### src/hdl/eirc_map.svh
// register map, field positions, reset values and timing counts
`ifndef EIRC_MAP_SVH
`define EIRC_MAP_SVH

// -----------------------------------------------------------------
// register indices (byte address is four times the index)
// -----------------------------------------------------------------
`define EIRC_IDX_MISC 32'hffffd30d
`define EIRC_IDX_EXT_IRQ_PIN_1 32'hffffd31b
`define EIRC_IDX_EXT_IRQ_PIN_2 32'hffffd31c
`define EIRC_IDX_EXT_IRQ_PIN_3 32'hffffd31d
`define EIRC_IDX_STAT 32'hffffd320
`define EIRC_IDX_IEN 32'hffffd321
`define EIRC_IDX_ICLR 32'hffffd322

// -----------------------------------------------------------------
// reset values
// -----------------------------------------------------------------
`define EIRC_RST_SETTING 8'h00
`define EIRC_RST_NMI 2'h0
`define EIRC_RST_IRQ 5'h00

// -----------------------------------------------------------------
// field positions
// -----------------------------------------------------------------
`define EIRC_SEN_MSB 7
`define EIRC_SEN_LSB 5
`define EIRC_WAKE_BIT 3
`define EIRC_MISC_TYPE 7
`define EIRC_MISC_FRI 6
`define EIRC_MISC_WDR 5
`define EIRC_MISC_NMI_MSB 2
`define EIRC_MISC_NMI_LSB 1
`define EIRC_MISC_BUSY 0
`define EIRC_ST_WDT 3
`define EIRC_ST_NMI 4

// -----------------------------------------------------------------
// sensitivity codes and nmi causes
// -----------------------------------------------------------------
`define EIRC_SEN_RISE 3'h1
`define EIRC_SEN_FALL 3'h2
`define EIRC_SEN_BOTH 3'h3
`define EIRC_SEN_HIGH 3'h5
`define EIRC_SEN_LOW 3'h6
`define EIRC_NMI_PIN 2'h0
`define EIRC_NMI_WDT 2'h1
`define EIRC_NMI_BUSERR 2'h2

// -----------------------------------------------------------------
// timing
// -----------------------------------------------------------------
`define EIRC_CLK_NS 25
`define EIRC_CG_SETTLE_NS 200
`define EIRC_CG_SETTLE_CYC \
   ((`EIRC_CG_SETTLE_NS + `EIRC_CLK_NS - 1) / `EIRC_CLK_NS)

`endif

### src/hdl/eirc_pkg.sv
// types shared by the interrupt configuration and reset status block
package eirc_pkg;
   typedef enum logic [2:0] {
      EIRC_DET_OFF,
      EIRC_DET_RISE,
      EIRC_DET_FALL,
      EIRC_DET_BOTH,
      EIRC_DET_HIGH,
      EIRC_DET_LOW
   } eirc_det_t;

   typedef struct packed {
      logic [2:0] sensitivity;
      logic wake_select;
   } eirc_setting_t;
endpackage : eirc_pkg

### src/hdl/eirc_top.sv
// external interrupt setting and reset cause/status register bank
// Function
// [RULE1] sensitivity codes 001 rise, 010 fall, 011 both, 101 high, 110 low
// [RULE2] wake select bit: 0 typical interrupt, 1 stop-mode wake-up
// [RULE3] pins two and three work like pin one, each own fields
// [RULE4] nmi cause field: 00 pin, 01 watchdog, 10 store bus error
// [RULE5] watchdog reset sets its flag; software clears it by writing 0
// [RULE6] mask part: bits 7..5 survive watchdog reset, cleared by external
// [RULE7] flash part: bits 7..5 survive normal reset, cleared by power-on
// [RULE8] flash part: reset-type bit written by software, cleared by power-on
// [RULE9] busy flag high while clock settings apply after activation
// [RULE10] flash part: inhibit bit blocks flash reinit on normal resets
// [RULE11] software writes both unlock codes alone to activation register
// [RULE12] pins are synchronised before edge or level detection
`timescale 1ns/1ps
`include "eirc_map.svh"
module eirc_top #(
   parameter bit FLASH_VARIANT = 1'b1
) (
   input wire logic pclk,
   input wire logic presetn,
   input wire logic [11:0] paddr,
   input wire logic psel,
   input wire logic penable,
   input wire logic pwrite,
   input wire logic [31:0] pwdata,
   output logic [31:0] prdata,
   output logic pready,
   output logic pslverr,
   input wire logic ext_irq_pin_1,
   input wire logic ext_irq_pin_2,
   input wire logic ext_irq_pin_3,
   input wire logic ext_reset_n,
   input wire logic wdt_reset,
   input wire logic nmi_event,
   input wire logic [1:0] nmi_source,
   input wire logic cg_activate,
   input wire logic stop_mode,
   output logic [2:0] ext_irq_event,
   output logic stop_wake,
   output logic cg_update_pending,
   output logic flash_reset_inhibit,
   output logic irq
);
   localparam logic [3:0] SETTLE_CYC = 4'(`EIRC_CG_SETTLE_CYC);

   logic ext_rst_s1;
   logic ext_rst_s2;
   logic ext_rst;
   logic normal_rst;
   logic sticky_clr;
   logic [2:0] pins;
   logic [2:0] ev;
   logic [2:0] wake;
   eirc_pkg::eirc_setting_t setting [3];
   logic reset_type_marker;
   logic watchdog_reset_flag;
   logic [1:0] nmi_cause;
   logic [3:0] settle_cnt;
   logic [4:0] irq_status;
   logic [4:0] irq_enable;
   logic [4:0] irq_set;
   logic [4:0] irq_clr;
   logic access;
   logic wr_en;
   logic hit;
   logic [7:0] misc_rd;
   logic [31:0] rd_data;

   function automatic logic addr_is(input logic [11:0] a,
                                    input logic [31:0] idx);
      addr_is = (a == {idx[9:0], 2'b00});
   endfunction : addr_is

   // -----------------------------------------------------------------
   // reset sources
   // -----------------------------------------------------------------
   // presetn is the power-on reset; the pin reset is synchronised
   always_ff @(posedge pclk or negedge presetn) begin
      if (!presetn) begin
         ext_rst_s1 <= 1'b0;
         ext_rst_s2 <= 1'b0;
      end else begin
         ext_rst_s1 <= ~ext_reset_n;
         ext_rst_s2 <= ext_rst_s1;
      end
   end

   assign ext_rst = ext_rst_s2;
   assign normal_rst = ext_rst | wdt_reset;
   // flash part keeps bits 7..5 until power-on; mask part until external
   assign sticky_clr = FLASH_VARIANT ? 1'b0 : ext_rst; // RULE6 RULE7

   // -----------------------------------------------------------------
   // apb slave
   // -----------------------------------------------------------------
   // one wait state: pready is registered so all outputs leave flops
   assign access = psel & penable;
   assign wr_en = access & pready & pwrite;
   assign hit = addr_is(paddr, `EIRC_IDX_MISC) |
                addr_is(paddr, `EIRC_IDX_EXT_IRQ_PIN_1) |
                addr_is(paddr, `EIRC_IDX_EXT_IRQ_PIN_2) |
                addr_is(paddr, `EIRC_IDX_EXT_IRQ_PIN_3) |
                addr_is(paddr, `EIRC_IDX_STAT) |
                addr_is(paddr, `EIRC_IDX_IEN) |
                addr_is(paddr, `EIRC_IDX_ICLR);

   always_comb begin
      misc_rd = 8'h00;
      misc_rd[`EIRC_MISC_TYPE] = FLASH_VARIANT & reset_type_marker;
      misc_rd[`EIRC_MISC_FRI] = FLASH_VARIANT & flash_reset_inhibit;
      misc_rd[`EIRC_MISC_WDR] = watchdog_reset_flag;
      misc_rd[`EIRC_MISC_NMI_MSB:`EIRC_MISC_NMI_LSB] = nmi_cause; // RULE4
      misc_rd[`EIRC_MISC_BUSY] = cg_update_pending; // RULE9
      rd_data = 32'h0000_0000;
      if (addr_is(paddr, `EIRC_IDX_MISC)) begin
         rd_data[7:0] = misc_rd;
      end
      for (int i = 0; i < 3; i++) begin
         if (addr_is(paddr, `EIRC_IDX_EXT_IRQ_PIN_1 + 32'(i))) begin
            rd_data[`EIRC_SEN_MSB:`EIRC_SEN_LSB] = setting[i].sensitivity;
            rd_data[`EIRC_WAKE_BIT] = setting[i].wake_select;
         end
      end
      if (addr_is(paddr, `EIRC_IDX_STAT)) begin
         rd_data[4:0] = irq_status;
      end
      if (addr_is(paddr, `EIRC_IDX_IEN)) begin
         rd_data[4:0] = irq_enable;
      end
   end

   always_ff @(posedge pclk or negedge presetn) begin
      if (!presetn) begin
         pready <= 1'b0;
         pslverr <= 1'b0;
         prdata <= 32'h0000_0000;
      end else begin
         pready <= access & ~pready;
         pslverr <= access & ~pready & ~hit;
         prdata <= (access & ~pready & ~pwrite) ? rd_data : 32'h0000_0000;
      end
   end

   // -----------------------------------------------------------------
   // external interrupt settings and detectors
   // -----------------------------------------------------------------
   assign pins = {ext_irq_pin_3, ext_irq_pin_2, ext_irq_pin_1};

   generate
      for (genvar g = 0; g < 3; g++) begin : g_pin // RULE3
         // writes ignored while clock settings are still applying
         always_ff @(posedge pclk or negedge presetn) begin // RULE9
            if (!presetn) begin
               setting[g] <= eirc_pkg::eirc_setting_t'(4'h0);
            end else if (normal_rst) begin
               setting[g] <= eirc_pkg::eirc_setting_t'(4'h0);
            end else if (wr_en && !cg_update_pending &&
                         addr_is(paddr, `EIRC_IDX_EXT_IRQ_PIN_1 + 32'(g))) begin
               setting[g].sensitivity <=
                  pwdata[`EIRC_SEN_MSB:`EIRC_SEN_LSB];
               setting[g].wake_select <= pwdata[`EIRC_WAKE_BIT];
            end
         end

         assign wake[g] = setting[g].wake_select;

         eirc_pin_detect u_det (
            .pclk(pclk),
            .presetn(presetn),
            .pin(pins[g]),
            .sens(setting[g].sensitivity),
            .event_hit(ev[g])
         );
      end
   endgenerate

   // wake-up only from inputs whose own select bit is set
   always_ff @(posedge pclk or negedge presetn) begin // RULE2 RULE3
      if (!presetn) begin
         ext_irq_event <= 3'h0;
         stop_wake <= 1'b0;
      end else begin
         ext_irq_event <= ev & ~wake;
         stop_wake <= stop_mode & |(ev & wake);
      end
   end

   // -----------------------------------------------------------------
   // reset cause register
   // -----------------------------------------------------------------
   // a watchdog reset in the same cycle as a clear write wins
   always_ff @(posedge pclk or negedge presetn) begin // RULE5
      if (!presetn) begin
         watchdog_reset_flag <= 1'b0;
      end else if (wdt_reset) begin
         watchdog_reset_flag <= 1'b1;
      end else if (sticky_clr) begin
         watchdog_reset_flag <= 1'b0;
      end else if (wr_en && addr_is(paddr, `EIRC_IDX_MISC) &&
                   !pwdata[`EIRC_MISC_WDR]) begin
         watchdog_reset_flag <= 1'b0;
      end
   end

   // normal resets never touch these; only power-on or a software write clears them
   always_ff @(posedge pclk or negedge presetn) begin // RULE8 RULE10
      if (!presetn) begin
         reset_type_marker <= 1'b0;
         flash_reset_inhibit <= 1'b0;
      end else if (!FLASH_VARIANT) begin
         reset_type_marker <= 1'b0;
         flash_reset_inhibit <= 1'b0;
      end else if (wr_en && addr_is(paddr, `EIRC_IDX_MISC)) begin
         reset_type_marker <= pwdata[`EIRC_MISC_TYPE];
         flash_reset_inhibit <= pwdata[`EIRC_MISC_FRI];
      end
   end

   always_ff @(posedge pclk or negedge presetn) begin // RULE4
      if (!presetn) begin
         nmi_cause <= `EIRC_RST_NMI;
      end else if (nmi_event) begin
         nmi_cause <= nmi_source;
      end else if (ext_rst) begin
         nmi_cause <= `EIRC_RST_NMI;
      end
   end

   // busy for the settle time after each activation
   always_ff @(posedge pclk or negedge presetn) begin // RULE9
      if (!presetn) begin
         settle_cnt <= 4'h0;
         cg_update_pending <= 1'b0;
      end else if (cg_activate) begin
         settle_cnt <= SETTLE_CYC;
         cg_update_pending <= 1'b1;
      end else if (settle_cnt != 4'h0) begin
         settle_cnt <= settle_cnt - 4'h1;
         cg_update_pending <= (settle_cnt > 4'h1);
      end
   end

   // -----------------------------------------------------------------
   // interrupt status, enable, clear
   // -----------------------------------------------------------------
   always_comb begin
      irq_set = {nmi_event, wdt_reset, ev};
      irq_clr = 5'h00;
      if (wr_en && addr_is(paddr, `EIRC_IDX_ICLR)) begin
         irq_clr = pwdata[4:0];
      end
   end

   always_ff @(posedge pclk or negedge presetn) begin
      if (!presetn) begin
         irq_status <= `EIRC_RST_IRQ;
      end else begin
         irq_status <= (irq_status & ~irq_clr) | irq_set;
      end
   end

   always_ff @(posedge pclk or negedge presetn) begin
      if (!presetn) begin
         irq_enable <= `EIRC_RST_IRQ;
      end else if (wr_en && addr_is(paddr, `EIRC_IDX_IEN)) begin
         irq_enable <= pwdata[4:0];
      end
   end

   always_ff @(posedge pclk or negedge presetn) begin
      if (!presetn) begin
         irq <= 1'b0;
      end else begin
         irq <= |(irq_status & irq_enable);
      end
   end
endmodule : eirc_top

### src/hdl/eirc_pin_detect.sv
// pin synchroniser and edge/level detector for one external interrupt
`timescale 1ns/1ps
`include "eirc_map.svh"
module eirc_pin_detect (
   input wire logic pclk,
   input wire logic presetn,
   input wire logic pin,
   input wire logic [2:0] sens,
   output logic event_hit
);
   logic sync1;
   logic sync2;
   logic prev;

   function automatic eirc_pkg::eirc_det_t det_mode(input logic [2:0] s);
      case (s)
         `EIRC_SEN_RISE: det_mode = eirc_pkg::EIRC_DET_RISE;
         `EIRC_SEN_FALL: det_mode = eirc_pkg::EIRC_DET_FALL;
         `EIRC_SEN_BOTH: det_mode = eirc_pkg::EIRC_DET_BOTH;
         `EIRC_SEN_HIGH: det_mode = eirc_pkg::EIRC_DET_HIGH;
         `EIRC_SEN_LOW: det_mode = eirc_pkg::EIRC_DET_LOW;
         default: det_mode = eirc_pkg::EIRC_DET_OFF;
      endcase
   endfunction : det_mode

   // sync1 feeds sync2 only; prev follows sync2 for edges
   always_ff @(posedge pclk or negedge presetn) begin // RULE12
      if (!presetn) begin
         sync1 <= 1'b0;
         sync2 <= 1'b0;
         prev <= 1'b0;
      end else begin
         sync1 <= pin;
         sync2 <= sync1;
         prev <= sync2;
      end
   end

   always_ff @(posedge pclk or negedge presetn) begin // RULE1
      if (!presetn) begin
         event_hit <= 1'b0;
      end else begin
         case (det_mode(sens))
            eirc_pkg::EIRC_DET_RISE: event_hit <= sync2 & ~prev;
            eirc_pkg::EIRC_DET_FALL: event_hit <= ~sync2 & prev;
            eirc_pkg::EIRC_DET_BOTH: event_hit <= sync2 ^ prev;
            eirc_pkg::EIRC_DET_HIGH: event_hit <= sync2;
            eirc_pkg::EIRC_DET_LOW: event_hit <= ~sync2;
            default: event_hit <= 1'b0;
         endcase
      end
   end
endmodule : eirc_pin_detect

### config.mk
export PLATFORM = sky130hd
export DESIGN_NAME = eirc_top
export DESIGN_NICKNAME = d
export VERILOG_FILES = /design/src/hdl/eirc_pkg.sv /design/src/hdl/eirc_top.sv /design/src/hdl/eirc_pin_detect.sv
export VERILOG_INCLUDE_DIRS = /design/src /design/src/hdl
export SDC_FILE = /design/constraint.sdc
export NUM_CORES = 1
export LEC_CHECK = 0
export BUFFER_PORTS_ARGS = -buffer_cell sky130_fd_sc_hd__buf_2
export CAP_MARGIN = 20
export CORE_MARGIN = 5
export CORE_UTILIZATION = 45
export DETAILED_ROUTE_END_ITERATION = 10
export GPL_TIMING_DRIVEN = 0
export PLACE_DENSITY = 0.75
export REMOVE_ABC_BUFFERS = 1
export SYNTH_ARGS = -nofsm -noshare
export SYNTH_HDL_FRONTEND = slang
export SYNTH_SLANG_ARGS = --single-unit
export TNS_END_PERCENT = 10
### constraint.sdc
create_clock -name pclk -period 1.4 [get_ports pclk]
set_input_delay 0.07 -clock pclk [delete_from_list [all_inputs] [get_ports pclk]]
set_output_delay 0.07 -clock pclk [all_outputs]
set_load 0.02 [all_outputs]
# Word level (Yosys, flattened, before mapping)
# Index checks and enable logic that the tools add are counted.
[classes]
mux = 31
reduce_logical = 19
n_eq_ne = 37
add_sub_neg = 1
n_bitwise = 40
order_cmp = 1
[ops]
columns = ["op", "n"]
rows = [
  ["equality test 12 bit (second input constant)", 7],
  ["one-hot mux 3 bit (5 select lines)", 3],
  ["equality test 3 x 2 -> 1 bit (second input constant)", 12],
  ["equality test 3 bit (second input constant)", 12],
  ["2-to-1 mux 4 bit", 8],
  ["equality test 3 x 1 -> 1 bit (second input constant)", 6],
  ["2-to-1 mux 8 bit", 2],
  ["2-to-1 mux 5 bit", 3],
  ["one-hot mux 1 bit (5 select lines)", 3],
  ["AND 1 bit", 13],
  ["nonzero test 2 bit", 6],
  ["AND 5 bit", 2],
  ["inverter 1 bit", 10],
  ["2-to-1 mux 3 bit", 3],
  ["logical AND 1 bit", 8],
  ["2-to-1 mux 1 bit", 7],
  ["bitwise OR 1 bit", 7],
  ["AND 3 bit", 2],
  ["inverter 5 bit", 1],
  ["bitwise OR 5 bit", 1],
  ["OR reduction 5 bit", 1],
  ["> comparator 4 x 1 -> 1 bit (second input constant)", 1],
  ["2-to-1 mux 2 bit", 2],
  ["nonzero test 4 bit", 1],
  ["other kinds (5)", 8],
]
[totals]
in_bits = 59
wordCells = 163
regBits = 61
output_inout_bits = 41

# Logic depth before layout (Yosys ltp)
[depth]
ltp_word = 9
depth_mapped = 6
ltp_nobuf = 6

# Hierarchy
# A second synthesis with hierarchy kept.
[unflattened]
hier_cells = 292
area_unflattened_um2 = 3110.5
[modules_own_cells]
columns = ["module", "instances", "seq_area_each_um2", "cells_each", "area_per_inst_um2"]
rows = [
  ["eirc_top", 1, 1226.2, 244, 2570.0],
  ["eirc_pin_detect", 3, 100.1, 16, 180.2],
]

# Worst setup path after synthesis
# OpenSTA, ideal clock, no wires.
[synth_timing]
path_type = "reg2reg"
from = "reg pready"
to = "reg prdata[7]"
required_time_ps = 1301
n_path_buf = 1
path_stages_with_launch = 6
t_arrival_ps = 1579
setup_time_ps = 99
synth_period_minus_slack_ps = 1678
path_slack_ps = -278
cell_sequence = "dfrtp_1 -> nand3b_1 -> or2_2 -> clkbuf_1 -> or3_1 -> a311oi_1"
[synth_via]
elab_chain_cells = 4
[synth_lines]
columns = ["item", "line", "rtl"]
rows = [
  ["from (decl)", "eirc_top.sv:28", "output logic pready,"],
  ["from (signal assigned)", "eirc_top.sv:139", "pready <= access & ~pready;"],
  ["inverter 1 bit", "eirc_top.sv:141", "prdata <= (access & ~pready & ~pwrite) ? rd_data : 32'h0000_0000;"],
  ["AND 1 bit (2 in series)", "eirc_top.sv:141", ""],
  ["2-to-1 mux 8 bit", "eirc_top.sv:141", ""],
  ["to (signal assigned)", "eirc_top.sv:141", ""],
  ["to (decl)", "eirc_top.sv:27", "output logic [31:0] prdata,"],
]
# No other way between the ends.
# A chain may end at the register's enable or synchronous reset.

# Worst setup path in the final report
# Same ends and word-level chain as after synthesis.

==> flow_summary.ini <==
[setup_path]
cp.depth = 4
rr_worst_depth = 4
worstPathCellList = nand3b_1 -> or2_4 -> or3_4 -> a311oi_2
worst-path-max-fanout = 3
endpoint_kind = flop
timing.rr.end = prdata[7]
crit_start = pready
rrSetupSlack_ns = -0.17
critPathMaxStageDelay_ns = 0.39
cp-endpoint = prdata[7]
cpLargestDelayFamily = simple AND/OR/NAND/NOR gates
path_class = reg2reg
critical_path.slowest_cell = dfrtp_1
required_ns = 1.63
crit_buf_inv = 0
critPathLaunchType = flop
reg2reg_from = pready
arrival_ns = 1.80

[sta]
setup_viol = 19
setup_ws_ns = -0.175
hold_violations = 0
worst_pin_slew_ns = 0.575
rsz0062_at_grt = true
worst_clock_skew_ns = 0.0117
max_freq_ghz = 0.635
drv_slew = 0
slew_headroom_pct = 61.6
whs_ns = 0.00745
period_share_pct = 112
min_period_ns = 1.57
setup_tns_ns = -1.12

[logic_synthesis]
ys.flop_type = dfrtp_1
ys_top_cells_by_area = dfrtp_1 49%, buf_4 5.8%, mux2i_1 5.1%, ha_1 3.6%, nand2_1 3.3%
synth-compound-area-share_pct = 10.8
synthTopCellsByCount = 61 x dfrtp_1, 27 x nand2_1, 25 x nor2_1
yosys.area_share.simple_pct = 17.4
syn_area_per_cell_um2 = 10.6
synth_top_family_by_area = simple AND/OR/NAND/NOR gates
yosys_warnings = 0
synth_xor_area_share_pct = 0.281
ys_async_sr_fraction_pct = 100
synthAdderAreaFrac_pct = 3.61
ys_seq_area_share_pct = 49.0
syn_inst = 294
yosysTopAreaCell = dfrtp_1
ys_ff_latch = 61
synth.most_common_cell = dfrtp_1
synth_edf_count = 0
synth_top_area_share_pct = 49.0
muxShareOfSynthArea_pct = 9.35
synth_area_um2 = 3120
ys_types = 54

[clock_tree]
insertion_delay_ns = 0.34
h-tree-depth = 3
clk_pin_slew_worst_paths_ns = 0.07
cts_buffer_depth = 2
numCtsBuffers = 9
clock-sinks = 61
cts_root_buf = clkbuf_8
cts_tree = built

[finish]
nets = 438
area_delta_synth_final_pct = 23.3
final_layout_size_suffix_gt1_share_pct = 26.9
n_antenna_cell = 0

[flow_run]
drv_cap = 0

[global_routing]
grt_max_degree = 41
antenna_found_initial = 0
grt_usage_pct = 16.3
grt_pass1_wl_mm = 11.2
gr-total-overflow = 0
grt_pass1_vias = 2439

[drt]
wl_met2_mm = 3.27
wl_met3_um = 427
viasPerCell = 5.37
routed-via-count = 2442
drt-total-wl_mm = 6.84
wl_per_cell_um = 15.0
drc_errors = 0
initialDrtViolationCount = 192
drtAntennaViolNets = 0
highest_layer = met4
first_pass_iters = 4
met1_length_mm = 2.99

[floorplanning]
ios = 100
rows = 30
die_h_um = 93.2
core_area_um2 = 6760
start_util_pct = 46.1
fp.dieW_um = 93.2
dieArea_um2 = 8690

[status]
violations = negative setup slack
status = complete, but fails checks

[place]
portBuffers = 51
gp_congestion = 0.860
place_hpwl_mm = 4.98

[power]
leakagePower_uw = 0.00188
powerDensity_nw_per_um2 = 1140
ir_worst_vdd_mv = 0.502

[min_path]
hp-class = in2reg
holdPathStages = 2
-- area by class of cell --
class	count	area, um2
fillers	548	2910
multi-input cells	206	1430
clock buffers	12	145
repair buffers	74	480
inverters	18	67.6
clock inverters	4	95.1
flip-flops and latches	61	1530
well taps	80	100
-- metrics by stage --
stage	total power, uW	instance area (um2)	utilization [%]	instances	worst slack (ns)
after floorplan	2280	2980	-	285	-0.196
after global placement	2460	3330	49.3	416	-0.499
after detailed placement	2490	3350	49.6	417	-0.516
after CTS	4430	3810	56.4	453	-0.204
after global routing	4620	3840	56.9	455	-0.195
final	4390	3840	56.9	455	-0.175
-- how the worst min path moves through the flow --
stage                       start                   end
finish                  nmi_event          nmi_cause[1]
global route            nmi_event          nmi_cause[0]
CTS                     nmi_event          nmi_cause[1]
detailed placement        presetn      ext_irq_event[2]
global placement    ext_irq_pin_3  g_pin[2].u_det.sync1
floorplan                 presetn     cg_update_pending
-- registers in the layout, indices dropped and copies added (netlist names), 2 cells and up --
register               count
prdata                     8
nmi_cause                  2
g_pin.u_det.event_hit      3
setting                   12
irq_enable                 5
g_pin.u_det.sync2          3
ext_irq_event              3
irq_status                 5
g_pin.u_det.sync1          3
g_pin.u_det.prev           3
settle_cnt                 4
-- report_power, final --
group / internal (uW) / switching (uW) / total [uW]
Sequential: 1840 / 77.0 / 1920
Combinational: 237 / 344 / 581
Clock: 1230 / 661 / 1890
-- worst register-to-register path: cells and delay by family (launching register included) --
kind	cells	cell delay (ns)
AOI/OAI and AO/OA	1	0.26
DFF	1	0.39
and+or+nand+nor	3	0.82
-- kinds of logic after synthesis --
logic type      Yosys count
simple gates            100
flops                    61
buf+inv                  50
compound gates           46
mux                      26
fa+ha+maj                 9
other cells               1
xor+xnor                  1
-- per-layer routing --
| metal | vias to the layer above | track usage [%] |
|---|---|---|
| met5 | - | 0 |
| met4 | 0 | 7.81 |
| met3 | 16 | 3.94 |
| met2 | 85 | 25.9 |
| met1 | 1196 | 20.7 |
| li1 | 1145 | - |
-- placed cells by master, fill, tap and decap left out, drive strengths merged, types with 4 or more instances in the layout --
cell,netlist,routed
dlygate4sd3,0,16
conb,1,24
a31oi,7,7
clkbuf,6,12
nor2,25,25
nor2b,4,4
nand3,5,5
dfrtp,61,61
inv,18,18
o21ai,7,7
nor3,7,7
buf,26,58
nand2b,7,7
nand2,27,27
a21oi,5,5
ha,9,9
mux2,10,10
mux2i,16,16
-- repair_timing --
action | in CTS | in global routing
buffers inserted | 4 | 2
resized for setup | 7 | 3
hold buffers | 16 | 0
endpoints found under the hold margin | 42 | 0
endpoints found under the setup margin | 25 | 28
pin swaps | 3 | 2
(Power assumes the default switching activity.)
